`config.mk`:
```
export PLATFORM = sky130hd
export DESIGN_NAME = adcc_top
export DESIGN_NICKNAME = d
export VERILOG_FILES = /design/src/core/adcc_pkg.sv /design/src/core/adcc_top.sv /design/src/core/adcc_conv_seq.sv
export SDC_FILE = /design/constraint.sdc
export NUM_CORES = 1
export LEC_CHECK = 0
export BUFFER_PORTS_ARGS = -buffer_cell sky130_fd_sc_hd__buf_2
export CAP_MARGIN = 20
export CORE_MARGIN = 1
export CORE_UTILIZATION = 48
export CTS_BUF_LIST = sky130_fd_sc_hd__clkbuf_4
export CTS_CLUSTER_DIAMETER = 60
export DETAILED_ROUTE_END_ITERATION = 8
export PLACE_DENSITY = 0.82
export SLEW_MARGIN = 10
export SYNTH_ARGS = -nofsm -noshare
export SYNTH_HDL_FRONTEND = slang
export SYNTH_SLANG_ARGS = --single-unit
```
`constraint.sdc`:
```
create_clock -name hclk -period 3.3 [get_ports hclk]
set_clock_uncertainty 0.1 [all_clocks]
set_input_delay 0.66 -clock hclk [delete_from_list [all_inputs] [get_ports hclk]]
set_output_delay 0.66 -clock hclk [all_outputs]
set_load 0.03 [all_outputs]
```
`src/core/adcc_pkg.sv`:
```
package adcc_pkg;

  // Register indices; the bus byte address is four times the index
  localparam logic [11:0] IDX_CTRL = 12'hF70;
  localparam logic [11:0] IDX_HIGH = 12'hF72;
  localparam logic [11:0] IDX_LOW = 12'hF73;
  localparam logic [11:0] IDX_IRQ_STAT = 12'hF78;
  localparam logic [11:0] IDX_IRQ_MASK = 12'hF79;
  localparam int IDX_LSB = 2;
  localparam int IDX_MSB = 13;

  localparam logic [7:0] CTRL_RESET = 8'h00;
  localparam logic [9:0] RESULT_RESET = 10'h000;
  localparam int START_POS = 7;
  localparam int ENABLE_POS = 4;
  localparam int LOW_PAD = 6;
  localparam int IRQ_DONE_POS = 0;

  // Conversion timing at 25 MHz
  localparam int CLK_PERIOD_NS = 40;
  localparam int SAMPLE_NS = 1000;
  localparam int SETTLE_NS = 500;
  localparam int CONV_ADCLK = 13;
  localparam int ADCLK_DIV = 16;
  localparam logic [7:0] SAMPLE_CYC =
    8'((SAMPLE_NS + CLK_PERIOD_NS - 1) / CLK_PERIOD_NS);
  localparam logic [7:0] SETTLE_CYC =
    8'((SETTLE_NS + CLK_PERIOD_NS - 1) / CLK_PERIOD_NS);
  localparam logic [7:0] CONV_CYC = 8'(CONV_ADCLK * ADCLK_DIV);

  typedef struct packed {
    logic start;
    logic rsv6;
    logic reference_buffer_enable;
    logic converter_enable;
    logic rsv3;
    logic [2:0] channel_select;
  } adcc_ctrl_t;

  typedef struct packed {
    logic reference_buffer_enable;
    logic converter_enable;
    logic [2:0] channel_select;
    logic sample_hold;
  } adcc_afe_t;

  typedef enum logic [1:0] {
    ST_IDLE = 2'b00,
    ST_SAMPLE = 2'b01,
    ST_SETTLE = 2'b11,
    ST_CONVERT = 2'b10
  } adcc_state_t;

  typedef struct packed {
    adcc_state_t state;
    logic [7:0] cnt;
    logic done;
  } adcc_seq_t;

  typedef struct packed {
    adcc_ctrl_t ctrl;
    logic [9:0] result;
    logic [1:0] low_latch;
    logic irq_stat;
    logic irq_mask;
    logic wr_pend;
    logic [11:0] idx;
    logic [31:0] hrdata;
  } adcc_top_t;

endpackage : adcc_pkg

```
`src/core/adcc_top.sv`:
```
// The AHB-Lite interface to the registers is this design's own decision.
`timescale 1ns/1ns
// Behaviour
// - Writing 1 to control bit 7 with bit 4 set in the same write starts a conversion; it reads 1 while busy.
// - A start during a running conversion abandons it and begins anew.
// - Control bit 5 switches the reference buffer on, else external reference.
// - Control bits 2 to 0 select analog input n for code n.
// - High byte register shows result bits 9 to 2, read-only.
// - Reading the high byte latches the two low result bits.
// - Result holds until the next conversion completes, then updates.
// - Low bits register shows the two low bits in bits 7 and 6.
// - Completion raises an interrupt; disabling the converter does not clear it.
module adcc_top
(
  input wire logic hclk,
  input wire logic hresetn,
  input wire logic hsel,
  input wire logic [31:0] haddr,
  input wire logic [1:0] htrans,
  input wire logic hwrite,
  input wire logic [2:0] hsize,
  input wire logic [31:0] hwdata,
  input wire logic hready,
  output logic hreadyout,
  output logic [31:0] hrdata,
  output logic hresp,
  input wire logic [9:0] conv_result,
  output adcc_pkg::adcc_afe_t afe,
  output logic irq
);
  import adcc_pkg::*;

  adcc_top_t s_reg;
  adcc_top_t s_next;
  logic busy;
  logic sample_hold;
  logic done;
  logic start;
  logic req;
  logic [11:0] req_idx;
  logic w1c;
  adcc_top_t view;
  adcc_ctrl_t wr_ctrl;

  function automatic logic [7:0] read_byte(
    input logic [11:0] idx,
    input adcc_top_t s,
    input logic bsy
  );
    logic [7:0] b;
    b = 8'h00;
    case (idx)
      IDX_CTRL: b = {bsy, s.ctrl.rsv6, s.ctrl.reference_buffer_enable,
                     s.ctrl.converter_enable, s.ctrl.rsv3, s.ctrl.channel_select};
      IDX_HIGH: b = s.result[9:2];
      IDX_LOW: b = {s.low_latch, 6'h00};
      IDX_IRQ_STAT: b = {7'h00, s.irq_stat};
      IDX_IRQ_MASK: b = {7'h00, s.irq_mask};
      default: b = 8'h00;
    endcase
    return b;
  endfunction : read_byte

  assign req = hsel && htrans[1] && hready;
  assign req_idx = haddr[IDX_MSB:IDX_LSB];
  assign wr_ctrl = adcc_ctrl_t'(hwdata[7:0]);

  always_comb
  begin
    s_next = s_reg;
    start = 1'b0;
    w1c = 1'b0;
    s_next.wr_pend = req && hwrite;
    s_next.idx = req_idx;
    s_next.hrdata = 32'h0000_0000;
    if (s_reg.wr_pend)
    begin
      case (s_reg.idx)
        IDX_CTRL:
        begin
          // Reserved bits are stored as written; software keeps them 0
          s_next.ctrl = adcc_ctrl_t'(hwdata[7:0]);
          s_next.ctrl.start = 1'b0;
          start = hwdata[START_POS] && hwdata[ENABLE_POS];
        end
        IDX_IRQ_STAT: w1c = hwdata[IRQ_DONE_POS];
        IDX_IRQ_MASK: s_next.irq_mask = hwdata[IRQ_DONE_POS];
        default: ;
      endcase
    end
    if (done)
      s_next.result = conv_result;
    // Set wins over a same-cycle clear; disabling never clears it
    s_next.irq_stat = (s_reg.irq_stat && !w1c) || done;
    // A write in its data phase already shows to a read in the same cycle; busy lags one cycle
    view = s_reg;
    view.ctrl = s_next.ctrl;
    view.irq_stat = s_next.irq_stat;
    view.irq_mask = s_next.irq_mask;
    if (req && !hwrite)
    begin
      s_next.hrdata = {24'h000000, read_byte(req_idx, view, busy)};
      if (req_idx == IDX_HIGH)
        s_next.low_latch = s_reg.result[1:0];
    end
  end

  always_ff @(posedge hclk or negedge hresetn)
  begin
    if (!hresetn)
    begin
      s_reg <= '0;
      s_reg.ctrl <= adcc_ctrl_t'(CTRL_RESET);
      s_reg.result <= RESULT_RESET;
    end
    else
      s_reg <= s_next;
  end

  adcc_conv_seq u_seq
  (
    .hclk(hclk),
    .hresetn(hresetn),
    .start(start),
    .enable(s_next.ctrl.converter_enable),
    .busy(busy),
    .sample_hold(sample_hold),
    .done(done)
  );

  // Zero wait states: read data is prepared in the address phase
  assign hreadyout = 1'b1;
  assign hresp = 1'b0;
  assign hrdata = s_reg.hrdata;
  assign irq = s_reg.irq_stat && s_reg.irq_mask;
  always_comb
  begin
    afe.reference_buffer_enable = s_reg.ctrl.reference_buffer_enable;
    afe.converter_enable = s_reg.ctrl.converter_enable;
    afe.channel_select = s_reg.ctrl.channel_select;
    afe.sample_hold = sample_hold;
  end

  property p_high_ro;
    @(posedge hclk) disable iff (!hresetn)
    (s_reg.wr_pend && s_reg.idx == IDX_HIGH && !done) |=> $stable(s_reg.result);
  endproperty
  a_high_ro: assert property (p_high_ro) else $error("high byte changed on write");

  property p_low_latch;
    @(posedge hclk) disable iff (!hresetn)
    (req && !hwrite && req_idx == IDX_HIGH) |=> (s_reg.low_latch == $past(s_reg.result[1:0])
      && s_reg.hrdata[7:0] == $past(s_reg.result[9:2]));
  endproperty
  a_low_latch: assert property (p_low_latch) else $error("low bits not latched");

  property p_hold;
    @(posedge hclk) disable iff (!hresetn)
    !done |=> $stable(s_reg.result);
  endproperty
  a_hold: assert property (p_hold) else $error("result changed without completion");

  property p_update;
    @(posedge hclk) disable iff (!hresetn)
    done |=> (s_reg.result == $past(conv_result));
  endproperty
  a_update: assert property (p_update) else $error("result not updated");

  property p_irq_set;
    @(posedge hclk) disable iff (!hresetn)
    (done && s_reg.irq_mask) |=> (s_reg.irq_stat && irq);
  endproperty
  a_irq_set: assert property (p_irq_set) else $error("completion raised no interrupt");

  property p_irq_keep;
    @(posedge hclk) disable iff (!hresetn)
    (s_reg.irq_stat && !(s_reg.wr_pend && s_reg.idx == IDX_IRQ_STAT)) |=> s_reg.irq_stat;
  endproperty
  a_irq_keep: assert property (p_irq_keep) else $error("pending interrupt lost");

  property p_busy_read;
    @(posedge hclk) disable iff (!hresetn)
    (req && !hwrite && req_idx == IDX_CTRL) |=> (s_reg.hrdata[START_POS] == $past(busy));
  endproperty
  a_busy_read: assert property (p_busy_read) else $error("start bit readback wrong");

  property p_chan_route;
    @(posedge hclk) disable iff (!hresetn)
    (s_reg.wr_pend && s_reg.idx == IDX_CTRL)
      |=> (afe.channel_select == $past(wr_ctrl.channel_select));
  endproperty
  a_chan_route: assert property (p_chan_route) else $error("channel select not routed");

  property p_ref_ctrl;
    @(posedge hclk) disable iff (!hresetn)
    (s_reg.wr_pend && s_reg.idx == IDX_CTRL)
      |=> (afe.reference_buffer_enable == $past(wr_ctrl.reference_buffer_enable));
  endproperty
  a_ref_ctrl: assert property (p_ref_ctrl) else $error("reference select not applied");

  property p_start_off;
    @(posedge hclk) disable iff (!hresetn)
    (s_reg.wr_pend && s_reg.idx == IDX_CTRL && !wr_ctrl.converter_enable) |=> !busy;
  endproperty
  a_start_off: assert property (p_start_off) else $error("converter ran while disabled");

  property p_irq_clear;
    @(posedge hclk) disable iff (!hresetn)
    (s_reg.wr_pend && s_reg.idx == IDX_IRQ_STAT && hwdata[IRQ_DONE_POS] && !done)
      |=> (!s_reg.irq_stat && !irq);
  endproperty
  a_irq_clear: assert property (p_irq_clear) else $error("status bit not cleared");

  property p_low_read;
    @(posedge hclk) disable iff (!hresetn)
    (req && !hwrite && req_idx == IDX_LOW)
      |=> (s_reg.hrdata == {24'h000000, $past(s_reg.low_latch), 6'h00});
  endproperty
  a_low_read: assert property (p_low_read) else $error("low bits misplaced");

  c_pending_off: cover property (@(posedge hclk) disable iff (!hresetn)
    s_reg.irq_stat && !s_reg.ctrl.converter_enable);
  c_high_then_low: cover property (@(posedge hclk) disable iff (!hresetn)
    (req && !hwrite && req_idx == IDX_HIGH) ##1 (req && !hwrite && req_idx == IDX_LOW));
  c_irq: cover property (@(posedge hclk) disable iff (!hresetn) irq);
endmodule : adcc_top

```
`src/core/adcc_conv_seq.sv`:
```
`timescale 1ns/1ns
module adcc_conv_seq
(
  input wire logic hclk,
  input wire logic hresetn,
  input wire logic start,
  input wire logic enable,
  output logic busy,
  output logic sample_hold,
  output logic done
);
  import adcc_pkg::*;

  adcc_seq_t s_reg;
  adcc_seq_t s_next;

  always_comb
  begin
    s_next = s_reg;
    s_next.done = 1'b0;
    if (!enable)
    begin
      s_next.state = ST_IDLE;
      s_next.cnt = 8'h00;
    end
    else if (start)
    begin
      // A new start abandons whatever is running
      s_next.state = ST_SAMPLE;
      s_next.cnt = SAMPLE_CYC - 8'h01;
    end
    else
    begin
      case (s_reg.state)
        ST_SAMPLE:
        begin
          s_next.cnt = s_reg.cnt - 8'h01;
          if (s_reg.cnt == 8'h00)
          begin
            s_next.state = ST_SETTLE;
            s_next.cnt = SETTLE_CYC - 8'h01;
          end
        end
        ST_SETTLE:
        begin
          s_next.cnt = s_reg.cnt - 8'h01;
          if (s_reg.cnt == 8'h00)
          begin
            s_next.state = ST_CONVERT;
            s_next.cnt = CONV_CYC - 8'h01;
          end
        end
        ST_CONVERT:
        begin
          s_next.cnt = s_reg.cnt - 8'h01;
          if (s_reg.cnt == 8'h00)
          begin
            s_next.state = ST_IDLE;
            s_next.done = 1'b1;
          end
        end
        default:
        begin
          s_next.state = ST_IDLE;
          s_next.cnt = 8'h00;
        end
      endcase
    end
  end

  always_ff @(posedge hclk or negedge hresetn)
  begin
    if (!hresetn)
      s_reg <= '0;
    else
      s_reg <= s_next;
  end

  assign busy = (s_reg.state != ST_IDLE);
  assign sample_hold = (s_reg.state == ST_SAMPLE);
  assign done = s_reg.done;

  property p_start_busy;
    @(posedge hclk) disable iff (!hresetn)
    (start && enable) |=> busy ##1 busy;
  endproperty
  a_start_busy: assert property (p_start_busy) else $error("start did not set busy");

  property p_restart;
    @(posedge hclk) disable iff (!hresetn)
    (busy && start && enable) |=> (s_reg.state == ST_SAMPLE && s_reg.cnt == SAMPLE_CYC - 8'h01);
  endproperty
  a_restart: assert property (p_restart) else $error("restart did not reload sampling");

  property p_disable;
    @(posedge hclk) disable iff (!hresetn)
    !enable |=> !busy;
  endproperty
  a_disable: assert property (p_disable) else $error("busy while disabled");

  property p_conv_end;
    @(posedge hclk) disable iff (!hresetn)
    (s_reg.state == ST_CONVERT && s_reg.cnt == 8'h00 && enable && !start) |=> (done && !busy);
  endproperty
  a_conv_end: assert property (p_conv_end) else $error("conversion end missed");

  c_full_conv: cover property (@(posedge hclk) disable iff (!hresetn) done);
  c_restart: cover property (@(posedge hclk) disable iff (!hresetn) busy && start && enable);
endmodule : adcc_conv_seq

```
==> results.md <==
* First-pass GRT wire length at 8245 µm
* Kind of critical path: reg2reg
* Clock share of power at about a quarter
* RSZ-0062 raised after global routing: no
* Vias in the first global route at 1808
* Comb power frac at 25.0%
* Max-cap violations at 0
* Post-layout util at 54.75%
* Leading area contributor after synthesis: dfrtp_1
* Die area at 5844 µm²
* Syn avg cell area at 10.81 µm²
* DR vias at 1855
* DR pass1 iterations at 4
* Outcome: complete, no violations
* Synth Warn # at 0
* Critical-path maximum fanout at 10
* Max reg flops at 29
* Area grow syn2layout at 7.808%
* Dpl hpwl at 3585 µm
* Top cells by count, synth: 53 x dfrtp_1, 40 x buf_4, 21 x nor2_1
* Setup crit end kind: flop
* # setup viols final at 0
* Number of diodes at 0
* Share of the synthesized area in the top cell type at approximately 50%
* Cells along the critical path: or4b_4 -> or4_4 -> mux2i_4 -> or2_2 -> nor3b_1
* Root buffer cell: clkbuf_4
* Antenna violations before repair at 0
* Slew Limit Fails at 0
* Fmax at 384.9 MHz
* Sw power at 535.9 µW
* Max incr delay on CP at approximately 0.68 ns
* Clk slew on worst S/H paths at about 0.15 ns
* Synth area leaders: dfrtp_1 50%, buf_4 11%, mux2_2 5.9%
* CTS Sinks at 53
* Core area at 5238 µm²
* Clock Tree Buf Depth at 2
* Overall routing resource usage at about 18%
* Internal Dissipation at 1165 µW
* IO Pins at around 130
* Max VDD drop at 326.6 µV
* Critical Path AT at 2.80 ns
* Starting density of the core at 50.79%
* Sequential share of power at 49.0%
* CTS tree: done
* Fin Setup TNS at 0 ns
* CP top delay family: simple AND/OR/NAND/NOR gates
* CP max-delay cell: or4_4
* Final hold vios at 0
* R2r endpoint: u_seq.s_reg[6]
* Worst Setup Start Kind: flop
* Synthesized area at 2660 µm²
* Die Y at 76.45 µm
* Post-synth ARST share at 100.0%
* RD Place Congestion at 0.8433
* DRC at 0
* Fraction of layout cells with a size suffix above 1 at between 30 and 40%
* Overflow after GRT at 0
* Pwr per Cell Area at 593.3 nW/µm²
* Routed WL at 4783 µm
* Fin crit share at 78.74%
* Hold Crit Class: in2async
* Number of CTS-inserted buffers at 5
* Wirelength per Cell at 13.59 µm
* Htree depth at 2
* Period minus WS final at 2.598 ns
* Layout Nets at ~370
* Stages on worst setup path at 5
* Post-CTS sizing at 0
* R2R depth at 5
* R2R Path Start: s_reg[33]
* DIE WIDTH at roughly 76 µm
* Unique masters post-synth at 50
* Starting DRT DRC Count at 68
* Crit path required time at 3.50 ns
* Leakage at 0.001391 µW
* Post-CTS setup buffer count at 0
* FF+latch count, synth at 53
* Sequential area share after synthesis at 49.86%
* EDFF count, synth at 0
* FP Rows at 26
* Post-DRT Antenna Nets at 0
* Ys flop type: dfrtp_1
* Top-count cell post-synth: dfrtp_1
* Port bufs at 50
* Clock Latency Late Sink at 0.37 ns
* Buffers and inverters on the worst path at 0
* CTS Hold Buffers Added at 0
* Slew @ Worst Pin at 0.6384 ns
* Largest net degree at the start of global routing at 54
* Sw Ratio at 31.50%
* Mapped Cells at 246
* Reg-to-reg setup timing slack at 0.70 ns
* Slew headroom at 57.04%
* Drt via density at 5.270
## how the worst max path moves through the flow
stage	to	slack, ns	start
final	u_seq.s_reg[6]	0.70	s_reg[33]
after global routing	u_seq.s_reg[6]	0.58	s_reg[33]
after CTS	u_seq.s_reg[6]	0.69	s_reg[33]
after detailed placement	u_seq.s_reg[6]	0.72	s_reg[33]
after global placement	u_seq.s_reg[6]	0.74	s_reg[33]
after floorplan	u_seq.s_reg[6]	0.85	s_reg[33]
## cell type report
type,instances,area [µm²]
Multi-Input combinational cell,165,1067
Sequential cell,53,1326
Tap cell,70,87.58
Timing Repair Buffer,52,265.3
Clock inverter,3,68.82
Clock buffer,5,37.54
Fill cell,484,2370
Inverter,4,15.01
## metrics by stage
stage	instances	total power (µW)	hold slack, ns	area (µm²)	setup WS [ns]
6_report	352	1701	0.2746	2868	0.7017
5_1_grt	352	1792	0.2711	2868	0.5814
4_1_cts	352	1710	0.2766	2868	0.6893
3_5_place_dp	344	1268	0.3847	2761	0.7212
3_3_place_gp	344	1247	0.3768	2761	0.7446
2_1_floorplan	270	1196	0.2644	2750	0.8455
## power groups by stage
stage                     clock [µW]  sequential (µW)  combinational [µW]
after floorplan                    0              798                 398
after global placement             0              836                 411
after detailed placement           0              844                 425
after CTS                        452              830                 428
after global routing             471              844                 477
final                            443              834                 425
## cell usage in the layout (no fill, tap or decap), types with 10 or more instances in the layout
cell type  netlist  final
a21oi_1         10     10
dfrtp_1         53     53
mux2_2          14     14
nand2_1         18     18
nor2_1          21     21
buf_2            3     50
conb_1           2     26
## kinds of logic after synthesis
logic type	share of synthesized area, %
AOI/OAI and AO/OA	8.608
muxes	9.972
DFF	49.86
adders and majority gates	0.4703
xor gates and xnor gates	0.9880
buffers and inverters	13.41
other	0.2823
and+or+nand+nor	16.42
## routing by layer
metal	track usage, %	routed length [µm]	vias to the layer above
met5	0	0	-
met4	7.308	93	0
met3	3.713	201	12
met2	30.00	2373	70
met1	22.44	2115	903
li1	-	-	870
Power figures use the tool's default switching activity.
